==> config.mk <==
export PLATFORM = sky130hd
export DESIGN_NAME = asc_top
export DESIGN_NICKNAME = d
export VERILOG_FILES = /design/src/hdl/asc_pkg.sv /design/src/hdl/asc_top.sv /design/src/hdl/asc_prescaler.sv /design/src/hdl/asc_input_route.sv
export SDC_FILE = /design/constraint.sdc
export NUM_CORES = 1
export LEC_CHECK = 0
export BUFFER_PORTS_ARGS = -buffer_cell sky130_fd_sc_hd__buf_2
export CAP_MARGIN = 20
export CORE_MARGIN = 3
export CORE_UTILIZATION = 50
export DETAILED_ROUTE_END_ITERATION = 12
export PLACE_DENSITY = 0.73
export RECOVER_POWER = 50
export SYNTH_ARGS = -nofsm -noshare
export SYNTH_HDL_FRONTEND = slang
export SYNTH_HIERARCHICAL = 1
export SYNTH_SLANG_ARGS = --single-unit
==> constraint.sdc <==
create_clock -name core_clk_in -period 2.2 [get_ports core_clk_in]
set_input_delay 0.11 -clock core_clk_in [delete_from_list [all_inputs] [get_ports core_clk_in]]
set_output_delay 0.11 -clock core_clk_in [all_outputs]
set_load 0.05 [all_outputs]
==> src/hdl/asc_pkg.sv <==
// constants and types for the converter sequencing control
// How it works
// new input selection waits for conversion end
// codes 0-7 single ended, 30 bandgap, 31 ground
// codes 16-29 differential against channel 1 or 2
// enable powers on; clearing aborts conversion
// start launches one, or first free-running
// first conversion 25 cycles, others 13
// start reads one while busy; zero ignored
// auto trigger starts on selected source edge
// done flag set when result is stored
// done clears on vector or written one
// interrupt while done, enable, global enable
// prescaler codes divide by 2 to 128
// low read locks result until high read
// right adjusted byte layout
// left adjusted byte layout
// software reads low byte before high byte
// software avoids read-modify-write of control
// control register at 0x7A resets to zero
// trigger source codes select eight sources
// left adjust changes presentation immediately
// prescaler runs only while enabled; counter restarts
// done flag and result load together unless locked
`default_nettype none
package asc_pkg;
    localparam logic [7:0] ASC_ADDR_RES_LOW  = 8'h78;
    localparam logic [7:0] ASC_ADDR_RES_HIGH = 8'h79;
    localparam logic [7:0] ASC_ADDR_CTRL     = 8'h7A;
    localparam logic [7:0] ASC_ADDR_CTRL_B   = 8'h7B;
    localparam logic [7:0] ASC_ADDR_MUX      = 8'h7C;
    localparam logic [7:0] ASC_CTRL_RESET    = 8'h00;
    localparam logic [7:0] ASC_MUX_RESET     = 8'h00;
    localparam int ASC_BIT_ENABLE  = 7;
    localparam int ASC_BIT_START   = 6;
    localparam int ASC_BIT_AUTO    = 5;
    localparam int ASC_BIT_DONE    = 4;
    localparam int ASC_BIT_IRQ_EN  = 3;
    localparam int ASC_BIT_LADJ    = 5;
    localparam logic [5:0] ASC_FIRST_CYCLES  = 6'h19; // 25 converter clocks
    localparam logic [5:0] ASC_NORMAL_CYCLES = 6'h0D; // 13 converter clocks
    localparam logic [2:0] ASC_TRIG_FREE     = 3'h0;
    localparam logic [4:0] ASC_SEL_BANDGAP   = 5'h1E;
    localparam logic [4:0] ASC_SEL_GROUND    = 5'h1F;
    localparam logic [3:0] ASC_CH_NONE       = 4'hF;
    typedef enum logic [1:0] {
        ASC_IDLE  = 2'b00,
        ASC_CONV  = 2'b01
    } asc_state_t;
endpackage
`default_nettype wire

==> src/hdl/asc_top.sv <==
// sequencing control for the ten bit converter
`default_nettype none
module asc_top
    import asc_pkg::*;
(
    input  wire logic       core_clk_in,
    input  wire logic       rst_in,
    input  wire logic [7:0] addr_in,
    input  wire logic [7:0] wdata_in,
    input  wire logic       wr_in,
    input  wire logic       rd_in,
    output logic [7:0]      rdata_out,
    input  wire logic       global_irq_en_in,
    input  wire logic       vector_ack_in,
    input  wire logic [7:0] trig_sources_in,
    input  wire logic [9:0] sample_data_in,
    output logic            irq_out,
    output logic            conv_power_out,
    output logic            sample_out,
    output logic [3:0]      pos_ch_out,
    output logic [3:0]      neg_ch_out,
    output logic            diff_out
);
    asc_state_t state_q;
    logic [7:0] ctrl_q;
    logic [7:0] mux_q;
    logic [2:0] trig_sel_q;
    logic [4:0] active_sel_q;
    logic [9:0] result_q;
    logic       lock_q;
    logic       first_q;
    logic       trig_q;
    logic [5:0] cyc_q;
    logic [5:0] cyc_len_q;
    logic       tick;
    logic       trig_now;
    logic       trig_edge;
    logic       wr_ctrl;
    logic       start_req;
    logic       finish;
    logic       enable;
    logic       ladj;

    assign enable  = ctrl_q[ASC_BIT_ENABLE];
    assign ladj    = mux_q[ASC_BIT_LADJ];
    assign wr_ctrl = wr_in && (addr_in == ASC_ADDR_CTRL);

    // selected trigger, free running uses done flag
    always_comb begin
        if (trig_sel_q == ASC_TRIG_FREE) begin
            trig_now = ctrl_q[ASC_BIT_DONE];
        end else begin
            trig_now = trig_sources_in[trig_sel_q];
        end
    end
    assign trig_edge = ctrl_q[ASC_BIT_AUTO] && trig_now && !trig_q;

    // start from software write or trigger edge
    assign start_req = (wr_ctrl && wdata_in[ASC_BIT_START] && wdata_in[ASC_BIT_ENABLE])
                     || (enable && trig_edge);
    assign finish = (state_q == ASC_CONV) && tick && (cyc_q == cyc_len_q - 6'h01);

    asc_prescaler u_presc (
        .core_clk_in (core_clk_in),
        .rst_in      (rst_in),
        .run_in      (enable && state_q == ASC_CONV),
        .div_sel_in  (ctrl_q[2:0]),
        .tick_out    (tick)
    );

    asc_input_route u_route (
        .core_clk_in (core_clk_in),
        .rst_in      (rst_in),
        .sel_in      (active_sel_q),
        .pos_out     (pos_ch_out),
        .neg_out     (neg_ch_out),
        .diff_out    (diff_out)
    );

    // trigger level history for edge detection
    always_ff @(posedge core_clk_in or posedge rst_in) begin
        if (rst_in) begin
            trig_q <= 1'b0;
        end else begin
            trig_q <= trig_now;
        end
    end

    // conversion sequencer
    always_ff @(posedge core_clk_in or posedge rst_in) begin
        if (rst_in) begin
            state_q   <= ASC_IDLE;
            cyc_q     <= 6'h00;
            cyc_len_q <= ASC_NORMAL_CYCLES;
            first_q   <= 1'b1;
        end else if (wr_ctrl && !wdata_in[ASC_BIT_ENABLE]) begin
            state_q <= ASC_IDLE;
            cyc_q   <= 6'h00;
            first_q <= 1'b1;
        end else begin
            case (state_q)
                ASC_IDLE: begin
                    if (start_req) begin
                        state_q   <= ASC_CONV;
                        cyc_q     <= 6'h00;
                        cyc_len_q <= first_q ? ASC_FIRST_CYCLES : ASC_NORMAL_CYCLES;
                        first_q   <= 1'b0;
                    end
                end
                ASC_CONV: begin
                    if (finish) begin
                        cyc_q <= 6'h00;
                        // free running restarts at once
                        if (ctrl_q[ASC_BIT_AUTO] && trig_sel_q == ASC_TRIG_FREE) begin
                            cyc_len_q <= ASC_NORMAL_CYCLES;
                        end else begin
                            state_q <= ASC_IDLE;
                        end
                    end else if (tick) begin
                        cyc_q <= cyc_q + 6'h01;
                    end
                end
                default: state_q <= ASC_IDLE;
            endcase
        end
    end

    // control register with start, done and enables
    always_ff @(posedge core_clk_in or posedge rst_in) begin
        if (rst_in) begin
            ctrl_q <= ASC_CTRL_RESET;
        end else begin
            if (wr_ctrl) begin
                ctrl_q[ASC_BIT_ENABLE] <= wdata_in[ASC_BIT_ENABLE];
                ctrl_q[ASC_BIT_AUTO]   <= wdata_in[ASC_BIT_AUTO];
                ctrl_q[ASC_BIT_IRQ_EN] <= wdata_in[ASC_BIT_IRQ_EN];
                ctrl_q[2:0]            <= wdata_in[2:0];
            end
            // start bit mirrors busy; zero write ignored
            ctrl_q[ASC_BIT_START] <= (wr_ctrl && !wdata_in[ASC_BIT_ENABLE]) ? 1'b0
                : (start_req || (state_q == ASC_CONV && !(finish
                   && !(ctrl_q[ASC_BIT_AUTO] && trig_sel_q == ASC_TRIG_FREE))));
            // set wins over clear
            if (finish && !lock_q) begin
                ctrl_q[ASC_BIT_DONE] <= 1'b1;
            end else if (vector_ack_in || (wr_ctrl && wdata_in[ASC_BIT_DONE])) begin
                ctrl_q[ASC_BIT_DONE] <= 1'b0;
            end
        end
    end

    // mux register and trigger source register
    always_ff @(posedge core_clk_in or posedge rst_in) begin
        if (rst_in) begin
            mux_q      <= ASC_MUX_RESET;
            trig_sel_q <= 3'h0;
        end else begin
            if (wr_in && addr_in == ASC_ADDR_MUX) begin
                mux_q <= wdata_in;
            end
            if (wr_in && addr_in == ASC_ADDR_CTRL_B) begin
                trig_sel_q <= wdata_in[2:0];
            end
        end
    end

    // selection latched only between conversions
    always_ff @(posedge core_clk_in or posedge rst_in) begin
        if (rst_in) begin
            active_sel_q <= 5'h00;
        end else if (state_q == ASC_IDLE && !start_req) begin
            active_sel_q <= mux_q[4:0];
        end else if (finish) begin
            active_sel_q <= mux_q[4:0];
        end
    end

    // result store and read lock
    always_ff @(posedge core_clk_in or posedge rst_in) begin
        if (rst_in) begin
            result_q <= 10'h000;
            lock_q   <= 1'b0;
        end else begin
            if (finish && !lock_q) begin
                result_q <= sample_data_in;
            end
            if (rd_in && addr_in == ASC_ADDR_RES_LOW) begin
                lock_q <= 1'b1;
            end else if (rd_in && addr_in == ASC_ADDR_RES_HIGH) begin
                lock_q <= 1'b0;
            end
        end
    end

    // read data one cycle after strobe
    always_ff @(posedge core_clk_in or posedge rst_in) begin
        if (rst_in) begin
            rdata_out <= 8'h00;
        end else if (rd_in) begin
            case (addr_in)
                ASC_ADDR_RES_LOW: rdata_out <= ladj ? {result_q[1:0], 6'h00}
                                                     : result_q[7:0];
                ASC_ADDR_RES_HIGH: rdata_out <= ladj ? result_q[9:2]
                                                      : {6'h00, result_q[9:8]};
                ASC_ADDR_CTRL:   rdata_out <= ctrl_q;
                ASC_ADDR_CTRL_B: rdata_out <= {5'h00, trig_sel_q};
                ASC_ADDR_MUX:    rdata_out <= mux_q;
                default:         rdata_out <= 8'h00;
            endcase
        end else begin
            rdata_out <= 8'h00;
        end
    end

    // outputs to analog core and interrupt
    always_ff @(posedge core_clk_in or posedge rst_in) begin
        if (rst_in) begin
            irq_out        <= 1'b0;
            conv_power_out <= 1'b0;
            sample_out     <= 1'b0;
        end else begin
            irq_out <= ctrl_q[ASC_BIT_DONE] && ctrl_q[ASC_BIT_IRQ_EN]
                       && global_irq_en_in;
            conv_power_out <= enable;
            // launch pulse for software, trigger and free-running restarts
            sample_out     <= (state_q == ASC_IDLE && start_req && !(wr_ctrl
                               && !wdata_in[ASC_BIT_ENABLE]))
                              || (finish && ctrl_q[ASC_BIT_AUTO]
                                  && trig_sel_q == ASC_TRIG_FREE
                                  && !(wr_ctrl && !wdata_in[ASC_BIT_ENABLE]));
        end
    end

    a_lock_holds: assert property (@(posedge core_clk_in) disable iff (rst_in)
        (lock_q && !(rd_in && addr_in == ASC_ADDR_RES_HIGH)) |=> $stable(result_q))
        else $error("result changed while locked");
    a_done_on_finish: assert property (@(posedge core_clk_in) disable iff (rst_in)
        (finish && !lock_q) |=> ctrl_q[ASC_BIT_DONE] && result_q == $past(sample_data_in))
        else $error("done flag or result not loaded");
    a_disable_aborts: assert property (@(posedge core_clk_in) disable iff (rst_in)
        (wr_ctrl && !wdata_in[ASC_BIT_ENABLE]) |=> state_q == ASC_IDLE
        && !ctrl_q[ASC_BIT_START])
        else $error("disable did not abort");
    a_start_busy: assert property (@(posedge core_clk_in) disable iff (rst_in)
        (state_q == ASC_CONV && !finish && !(wr_ctrl && !wdata_in[ASC_BIT_ENABLE]))
        |=> ctrl_q[ASC_BIT_START])
        else $error("start bit low while busy");
    a_first_length: assert property (@(posedge core_clk_in) disable iff (rst_in)
        (state_q == ASC_IDLE && start_req && first_q) |=> cyc_len_q == 6'h19)
        else $error("first conversion length wrong");
    a_irq_follows: assert property (@(posedge core_clk_in) disable iff (rst_in)
        (ctrl_q[ASC_BIT_DONE] && ctrl_q[ASC_BIT_IRQ_EN] && global_irq_en_in) |=> irq_out)
        else $error("interrupt not raised");
    a_clear_by_one: assert property (@(posedge core_clk_in) disable iff (rst_in)
        (wr_ctrl && wdata_in[ASC_BIT_DONE] && !finish) |=> !ctrl_q[ASC_BIT_DONE])
        else $error("done flag not cleared");
    a_sel_stable: assert property (@(posedge core_clk_in) disable iff (rst_in)
        (state_q == ASC_CONV && !finish && $past(state_q) == ASC_CONV)
        |=> $stable(active_sel_q))
        else $error("selection changed mid conversion");
endmodule
`default_nettype wire

==> src/hdl/asc_prescaler.sv <==
// prescaler producing a converter clock tick
`default_nettype none
module asc_prescaler
    import asc_pkg::*;
(
    input  wire logic       core_clk_in,
    input  wire logic       rst_in,
    input  wire logic       run_in,
    input  wire logic [2:0] div_sel_in,
    output logic            tick_out
);
    logic [6:0] cnt_q;
    logic [6:0] limit;

    // terminal count from divider code
    always_comb begin
        case (div_sel_in)
            3'h0, 3'h1: limit = 7'h01;
            3'h2:       limit = 7'h03;
            3'h3:       limit = 7'h07;
            3'h4:       limit = 7'h0F;
            3'h5:       limit = 7'h1F;
            3'h6:       limit = 7'h3F;
            default:    limit = 7'h7F;
        endcase
    end

    // count only while enabled
    always_ff @(posedge core_clk_in or posedge rst_in) begin
        if (rst_in) begin
            cnt_q    <= 7'h00;
            tick_out <= 1'b0;
        end else if (!run_in) begin
            cnt_q    <= 7'h00;
            tick_out <= 1'b0;
        end else begin
            tick_out <= (cnt_q >= limit);
            cnt_q    <= (cnt_q >= limit) ? 7'h00 : cnt_q + 7'h01;
        end
    end

    a_tick_spacing: assert property (@(posedge core_clk_in) disable iff (rst_in)
        (tick_out && run_in && $stable(div_sel_in) && div_sel_in <= 3'h1)
        |-> ##1 !tick_out ##1 (tick_out || !$past(run_in) || $past(div_sel_in) > 3'h1))
        else $error("divide by two tick spacing wrong");
endmodule
`default_nettype wire

==> src/hdl/asc_input_route.sv <==
// decoder of input selection into positive and negative channels
`default_nettype none
module asc_input_route
    import asc_pkg::*;
(
    input  wire logic       core_clk_in,
    input  wire logic       rst_in,
    input  wire logic [4:0] sel_in,
    output logic [3:0]      pos_out,
    output logic [3:0]      neg_out,
    output logic            diff_out
);
    // registered route; 8 bandgap, 9 ground, F none
    always_ff @(posedge core_clk_in or posedge rst_in) begin
        if (rst_in) begin
            pos_out  <= 4'h0;
            neg_out  <= ASC_CH_NONE;
            diff_out <= 1'b0;
        end else begin
            if (sel_in[4:3] == 2'b00) begin
                pos_out  <= {1'b0, sel_in[2:0]};
                neg_out  <= ASC_CH_NONE;
                diff_out <= 1'b0;
            end else if (sel_in == ASC_SEL_BANDGAP) begin
                pos_out  <= 4'h8;
                neg_out  <= ASC_CH_NONE;
                diff_out <= 1'b0;
            end else if (sel_in == ASC_SEL_GROUND) begin
                pos_out  <= 4'h9;
                neg_out  <= ASC_CH_NONE;
                diff_out <= 1'b0;
            end else if (sel_in[4:3] == 2'b01) begin
                pos_out  <= ASC_CH_NONE;
                neg_out  <= ASC_CH_NONE;
                diff_out <= 1'b0;
            end else begin
                pos_out  <= {1'b0, sel_in[2:0]};
                neg_out  <= sel_in[3] ? 4'h2 : 4'h1;
                diff_out <= 1'b1;
            end
        end
    end
endmodule
`default_nettype wire

[Word level (Yosys, flattened, before mapping)]
Index checks and enable logic that the tools add are counted.
Cells by class
  magnitude comparators: 2
  multiplexer cells: 49
  add/sub/neg operators: 3
  bitwise gates (word level): 1
  reduce and logical (&&, ||, !) cells: 54
  equality and inequality tests: 23
Operators with widths (count)
  $mux W6: 7
  $pmux W7 S6: 1
  $eq A8 B7 Y1 const B: 5
  $pmux W8 S5: 1
  $mux W4: 8
  $logic_and A1 B1 Y1: 27
  $mux W8: 3
  $pmux W6 S2: 2
  $mux W1: 15
  $mux W5: 3
  $mux W7: 2
  $reduce_bool A2 Y1: 6
  $eq A5 B5 Y1 const B: 2
  $mux W2: 5
  $eq A3 B3 Y1 const B: 3
  $ne A3 B2 Y1 const B: 3
  $add A7 B1 Y7 const B: 1
  $ge A7 B7 Y1: 1
  $logic_not A1 Y1: 7
  $add A6 B1 Y6 const B: 1
  $eq A3 B2 Y1 const B: 2
  $eq A6 B6 Y1: 1
  $logic_not A3 Y1: 2
  $reduce_and A3 Y1: 2
  16 further kinds: 22
Word-level totals
  bits of input ports: 40
  bits in registers: 79
  output and inout port bits: 20

[Depth between registers and ports, before layout]
Gate-level depths: netlist of the first run.
  depth after elaboration: 10
  mapped depth: 8
  depth with buffers taken out: 7

[By module]
The synthesis of the first run kept the hierarchy.
Modules (own cells, without submodules)
  asc_top: area each 2939.1 um^2, instances 1, cells each 251
  asc_prescaler: area each 496.7 um^2, instances 1, cells each 51
  asc_input_route: area each 300.3 um^2, instances 1, cells each 23

[Least setup slack after synthesis of the first run]
OpenSTA, ideal clock, no wires.
  kind: register to register
  start: register cyc_q[1]
  end: register result_q[0]
  stages on the path, launching flop included: 9
  slack: 0.142 ns
  setup time: 0.125 ns
  arrival time: 1.934 ns
  buffers on the path: 2
  required time: 2.075 ns
  cells stage by stage: dfrtp_1 > inv_1 > ha_1 > nand4_1 > or4_1 > buf_2 > nor2_2 > buf_4 > mux2_2
On the way
  cells in the longest elaborated chain, start to end: 3
Ends and longest elaborated chain
  start: declaration: line asc_top.sv:33  | logic [5:0] cyc_q;
  start signal: assignment: line asc_top.sv:120  | cyc_q <= cyc_q + 6'h01;
  $eq A6 B6 Y1: line asc_top.sv:61  | assign finish = (state_q == ASC_CONV) && tick && (cyc_q == cyc_len_q - 6'h01);
  $logic_and A1 B1 Y1: line asc_top.sv:61
  $logic_and A1 B1 Y1: line asc_top.sv:184  | if (finish && !lock_q) begin
  end signal: assignment: line asc_top.sv:185  | result_q <= sample_data_in;
  end: declaration: line asc_top.sv:29  | logic [9:0] result_q;
Every way passes these cells.
A chain may end at the register's enable or synchronous reset.

[Worst setup path in the final report of the first run]
  start: register cyc_q[1]
  end: register cyc_q[2]
On the way
  cells in the longest elaborated chain, start to end: 5
  elaborated cells between the ends (all ways): 9
  those cells by class: add/sub (1); eq/ne (2); mux (4); reduce/logical (2)
Ends and longest elaborated chain
  $add A6 B1 Y6 or $eq A6 B6 Y1 (tied branches): line asc_top.sv:120, asc_top.sv:61
  $mux W6 or $logic_and A1 B1 Y1 (tied branches): line asc_top.sv:119, asc_top.sv:61
  $mux W6: line asc_top.sv:111  | if (finish) begin
  $pmux W6 S2: line asc_top.sv:101  | case (state_q)
  $mux W6: line asc_top.sv:96  | end else if (wr_ctrl && !wdata_in[ASC_BIT_ENABLE]) begin
Parallel ways exist; a longest one is shown, timed or not. The select of a mux whose other input is x is not followed.

==> flow_summary.yaml, run 1 <==
timing:
  setup_tns_ns: 0
  worst_pin_slew_ns: 1.04
  slew_viol_final: 0
  min_period_ns: 2.08
  timing.fmax_ghz: 0.481
  hold_viol_final: 0
  holdWs_ns: 0.0282
  finalCritPeriodShare_pct: 94.6
  slew_headroom_pct: 30.3
  finalSetupViolations: 0
  clock_skew_ns: 0.0102
  rsz0062_at_grt: "false"
  setup_ws_ns: 0.119
clocking:
  cts_setup_buffers: 0
  cts_root_buffer: "clkbuf_8"
  cts_inserted_buffers: 9
  cts_buffer_depth: 2
  cts_tree: "done"
  clkSlewWorstSetupHoldPaths_ns: 0.09
  clk_latency_ns: 0.35
  cts_sinks: 73
  htreeDepth: 3
grt:
  overflow: 0
  grt_pass1_vias: 2892
  grtUsageTotal_pct: 21.1
  antenna_found_initial: 0
  grt_max_degree: 34
  grt_pass1_wl_um: 14200
die:
  start_util_pct: 53.2
  core-area_um2: 7020
  num_rows: 30
  die_area_um2: 8550
  fp.dieH_um: 92.4
  die_w_um: 92.4
  ios: 60
power_and_ir_drop:
  pwr-share-comb_pct: 11.3
  p_sw_w: 0.000786
  ir_worst_vdd_mv: 0.373
  p_sw_share_pct: 26.4
  power_w: 0.00298
  p_per_area_nw_per_um2: 647
  sequentialPowerShare_pct: 48.3
  p_int_w: 0.00220
  p_leak_nw: 2.15
  power_frac_clock_pct: 40.3
setup_path:
  end_kind: "flip-flop"
  path_max_fanout: 6
  cp.required_ns: 2.44
  timing.rr.start: "cyc_q[1]"
  cp-startpoint: "cyc_q[1]"
  critPathKind: "flip-flop to flip-flop"
  path_cells: "inv_1 -> ha_1 -> nand4_1 -> or4_4 -> buf_4 -> nand3b_1 -> nor3b_1 -> a221o_1"
  critical_path.max_stage_delay_ns: 0.56
  worstPathArrival_ns: 2.32
  cpMaxStageDelayCell: "or4_4"
  cp-start-kind: "flip-flop"
final_layout:
  drive_gt1_share_pct: 34.8
  stdcell_count: 518
  syn2layout_area_growth_pct: 23.3
  layout.nets: 466
  diodes: 0
  nFillCells: 562
placed_design:
  dp_cells: 486
  place_ws_ns: 0.0885
  dpl.hpwl_um: 6180
  portBuffers: 58
  routabilityCongestion: 0.830
synth:
  syn-cell-area_um2: 3740
  syn_area_per_cell_um2: 11.5
  ys_warn_count: 6
  synth_flop_cell: "dfrtp_1"
  synth_cell_types: 64
  syn_nets: 374
  postSynthCellCount: 325
  ys_ff_latch: 73
  synth-async-reset-ratio_pct: 100
  ys_seq_area_share_pct: 49.1
  synth-edff-count: 0
route:
  wl_per_cell_um: 16.4
  vias: 2905
  antenna_left: 0
  wl_um: 8510
  firstDrtPassIters: 4
  drcViolationCount: 0
  drtIter0Drc: 174
  vias_per_cell: 5.61
hold_path:
  min_from: "wdata_in[1]"
  hold_path.class: "primary input to flip-flop"
status:
  status: "complete, no violations"
run:
  maxCapViolations: 0
## per-layer routing
layer	global-route usage [%]	share of wire, %	vias up
met5	0	0	-
met4	6.68	0.81	0
met2	35.1	49	91
met3	4.63	5.6	6
li1	-	-	1395
met1	27.4	44	1413
## cell type report
| cell class | count | area, um2 | area share (%) |
|---|---|---|---|
| clock inverters | 7 | 104 | 2.25 |
| repair buffers | 91 | 592 | 12.8 |
| well taps | 96 | 120 | 2.61 |
| multi-input cells | 229 | 1790 | 38.7 |
| inverters | 13 | 48.8 | 1.06 |
| clock buffers | 9 | 124 | 2.69 |
| flip-flops and latches | 73 | 1830 | 39.8 |
## kinds of logic (layout without fill, tap and decap cells)
| group | after synthesis | in the layout | synth area share [%] |
|---|---|---|---|
| AND/OR/NAND/NOR | 107 | 107 | 18.0 |
| flip-flops | 73 | 73 | 49.1 |
| AO/OA/AOI/OAI | 66 | 66 | 13.3 |
| multiplexers | 42 | 42 | 12.5 |
| buffers and inverters | 23 | 120 | 2.95 |
| adder cells (fa/ha/maj) | 9 | 9 | 3.01 |
| XOR/XNOR | 5 | 5 | 1.17 |
## worst max-delay path: cells and delay by family (launching register included)
family	cells	cell delay, ns
buffers and inverters	2	0.25
and+or+nand+nor	4	0.93
DFF	1	0.39
AOI/OAI and AO/OA	1	0.26
adders and majority gates	1	0.13
## sequential cells by signal, indices dropped and copies added (netlist names)
register,flops
u_presc/tick_out,1
mux_q,8
trig_q,1
u_route/pos_out,4
ctrl_q,8
cyc_len_q,2
sample_out,1
trig_sel_q,3
rdata_out,8
u_route/diff_out,1
result_q,10
active_sel_q,5
cyc_q,6
lock_q,1
irq_out,1
conv_power_out,1
u_presc/cnt_q,7
state_q,1
first_q,1
u_route/neg_out,3
## placed cells by master, fill, tap and decap left out, types with 6 or more instances in the layout
master	instances
clkbuf_8	9
nand3_1	14
dfrtp_1	67
nor2_1	15
a21oi_1	14
buf_4	13
inv_1	13
nor3_1	12
mux2_2	37
o21ai_0	10
dlygate4sd3_1	16
buf_2	55
a222oi_1	6
nand2_1	19
ha_1	9
## power groups by stage
stage / clock, W / sequential (W) / combinational (W)
3_5_place_dp: 0 / 0.00147 / 0.000321
5_1_grt: 0.00129 / 0.00145 / 0.000377
2_1_floorplan: 0 / 0.00150 / 0.000173
4_1_cts: 0.00123 / 0.00144 / 0.000344
3_3_place_gp: 0 / 0.00147 / 0.000313
6_report: 0.00120 / 0.00144 / 0.000338
## cells in the mapped netlist (3+ instances only)
cell / count / share of area (%)
dfrtp_1: 68 / 46
xor2_1: 4 / 0.94
o21ai_0: 10 / 1.3
a221o_1: 3 / 0.80
ha_1: 9 / 3.0
o211ai_1: 3 / 0.60
and2_1: 6 / 1.0
nand2b_1: 3 / 0.50
a22o_1: 3 / 0.70
buf_4: 3 / 0.60
a21oi_1: 14 / 1.9
inv_1: 13 / 1.3
and3_1: 3 / 0.50
nor3_1: 12 / 1.6
or3_1: 3 / 0.50
nor2_1: 15 / 1.5
dfstp_2: 5 / 3.5
a211o_1: 4 / 0.94
buf_2: 4 / 0.54
a21o_1: 3 / 0.60
nand3_1: 14 / 1.9
a31oi_1: 5 / 0.84
a222oi_1: 6 / 1.6
nand3b_1: 3 / 0.60
nor2b_1: 3 / 0.50
mux2_2: 37 / 11
mux2i_1: 5 / 1.3
nand2_1: 19 / 1.9
## stage by stage
| step | utilization [%] | cell area (um2) |
|---|---|---|
| 2_1_floorplan | - | 3740 |
| 3_3_place_gp | 60.4 | 4240 |
| 3_5_place_dp | 60.4 | 4240 |
| 4_1_cts | 65.9 | 4630 |
| 5_1_grt | 65.7 | 4610 |
| 6_report | 65.7 | 4610 |
## final timing paths
path / to / slack, ns / cells after the start
setup reg to reg: cyc_q[2] / 0.12 / 8
min in group asynchronous: u_route/pos_out[2] / 0.25 / 3
hold / removal: ctrl_q[1] / 0.03 / 2
setup / recovery: cyc_q[2] / 0.12 / 8
hold reg to reg: u_route/pos_out[0] / 0.49 / 1
max in group asynchronous: trig_sel_q[0] / 0.90 / 4
## what timing repair did
| item | in CTS | in global routing |
|---|---|---|
| gates resized for setup | 0 | 2 |
| hold endpoints to repair | 54 | 0 |
| hold buffers | 16 | 0 |
| endpoints found under the setup margin | 0 | 7 |
No activity file was read; power rests on OpenSTA's default activity.
==> run 2, diff against run 1 <==
==> constraint.sdc (replaced) <==
create_clock -name core_clk_in -period 2.2 [get_ports core_clk_in]
set_input_delay 0 -clock core_clk_in [delete_from_list [all_inputs] [get_ports core_clk_in]]
set_output_delay 0 -clock core_clk_in [all_outputs]
set_load 0.05 [all_outputs]
==> run 2 against run 1 <==
Hold slack gained 0.025 ns. Register-to-register slack better by 0.02 ns. Maximum frequency is 1.0% higher. Clock power about the same. Clock-buffer cell count up 1. Critical endpoint unchanged.
==> flow_summary.yaml, run 2 (synthesized netlist as in run 1, its figures left out) <==
status:
  status: "complete, no violations"
power_and_ir_drop:
  p_per_area_nw_per_um2: 640
  p_leak_nw: 2.17
  ir_worst_vdd_mv: 0.442
setup_path:
  cpMaxStageDelayCell: "or4_4"
  worstPathArrival_ns: 2.30
  cp-start-kind: "flip-flop"
  crit_buf_inv: 2
  r2r_setup_slack_ns: 0.14
  critical_path.max_stage_delay_ns: 0.56
  crit_family: "simple AND/OR/NAND/NOR gates"
  cp.required_ns: 2.44
  path_max_fanout: 6
  path_cells: "inv_1 -> ha_1 -> nand4_1 -> or4_4 -> buf_4 -> nand3b_1 -> nor3b_1 -> a221o_1"
  critPathKind: "flip-flop to flip-flop"
  end_kind: "flip-flop"
die:
  fp.dieH_um: 92.4
  core-area_um2: 7020
  num_rows: 30
  die_area_um2: 8550
  ios: 60
  start_util_pct: 53.2
  die_w_um: 92.4
timing:
  clock_skew_ns: 0.00705
  finalCritPeriodShare_pct: 93.6
  worst_pin_slew_ns: 1.04
  finalSetupViolations: 0
  timing.fmax_ghz: 0.486
  slew_headroom_pct: 30.9
  rsz0062_at_grt: "false"
  hold_viol_final: 0
  setup_ws_ns: 0.141
  slew_viol_final: 0
  setup_tns_ns: 0
  min_period_ns: 2.06
clocking:
  cts_inserted_buffers: 9
  cts_sinks: 73
  cts_root_buffer: "clkbuf_8"
  clk_latency_ns: 0.35
  clkSlewWorstSetupHoldPaths_ns: 0.08
  cts_buffer_depth: 2
  htreeDepth: 3
  cts_tree: "done"
route:
  drcViolationCount: 0
  wl_per_cell_um: 16.1
  drtIter0Drc: 149
  vias: 2963
  firstDrtPassIters: 5
  antenna_left: 0
  vias_per_cell: 5.67
  wl_um: 8420
placed_design:
  place_ws_ns: 0.101
  dpl.hpwl_um: 6140
  routabilityCongestion: 0.850
  portBuffers: 58
final_layout:
  max_flop_register: "result_q"
  layout_common_cells: "dfrtp_1, buf_2, mux2_2, dlygate4sd3_1, nand2_1"
  final_common_cell: "dfrtp_1"
  syn2layout_area_growth_pct: 24.4
  diodes: 0
  drive_gt1_share_pct: 34.0
  layout.nets: 471
  largest_reg_flops: 10
grt:
  antenna_found_initial: 0
  grt_pass1_vias: 2929
  overflow: 0
  grt_pass1_wl_um: 14100
  grtUsageTotal_pct: 21.0
  grt_max_degree: 32
run:
  maxCapViolations: 0
hold_path:
  hold_path.class: "primary input to flip-flop"
run 2: repair_timing:
item	4_1_cts	5_1_grt
endpoints found under the hold margin	71	0
resized for setup	0	2
endpoints found under the setup margin	0	8
hold buffers	22	0
buffers inserted	0	0
run 2: cell type report:
type,instances,area (um2)
fill,554,2370
sequential,73,1830
multi-input combinational,229,1790
timing repair buffer,96,631
clock buffer,10,138
tap,96,120
clock inverter,6,90.1
inverter,13,48.8
run 2: per-stage QoR:
step / hold slack, ns / util [%] / total power [W] / std cells / area, um2
after detailed placement: -0.0281 / 60.3 / 0.00179 / 485 / 4230
final: 0.0532 / 66.2 / 0.00297 / 523 / 4650
after CTS: 0.0365 / 66.6 / 0.00302 / 523 / 4680
after global routing: 0.0714 / 66.2 / 0.00311 / 523 / 4650
after global placement: -0.0315 / 60.3 / 0.00178 / 485 / 4230
after floorplan: -0.186 / - / 0.00167 / 325 / 3740
run 2: path summary, 6_finish.rpt:
path | to | startpoint | cells after the start
hold reg to reg | u_route/pos_out[0] | active_sel_q[0] | 1
min in group asynchronous | u_route/pos_out[2] | rst_in | 3
setup reg to reg | cyc_q[2] | cyc_q[0] | 8
setup / recovery | cyc_q[2] | cyc_q[0] | 8
hold / removal | lock_q | addr_in[0] | 2
max in group asynchronous | trig_sel_q[0] | rst_in | 4
run 2: metal layers:
layer | up-vias | global-route usage, % | part of all wire (%)
met5 | - | 0 | 0
met4 | 0 | 5.57 | 1.5
met3 | 13 | 5.52 | 4.7
met2 | 82 | 34.6 | 49
met1 | 1464 | 27.6 | 45
li1 | 1404 | - | -
run 2: power breakdown:
group,internal (W),total (W),switching [W]
Clock,0.000673,0.00119,0.000520
Combinational,0.000154,0.000342,0.000188
Sequential,0.00140,0.00144,0.0000436
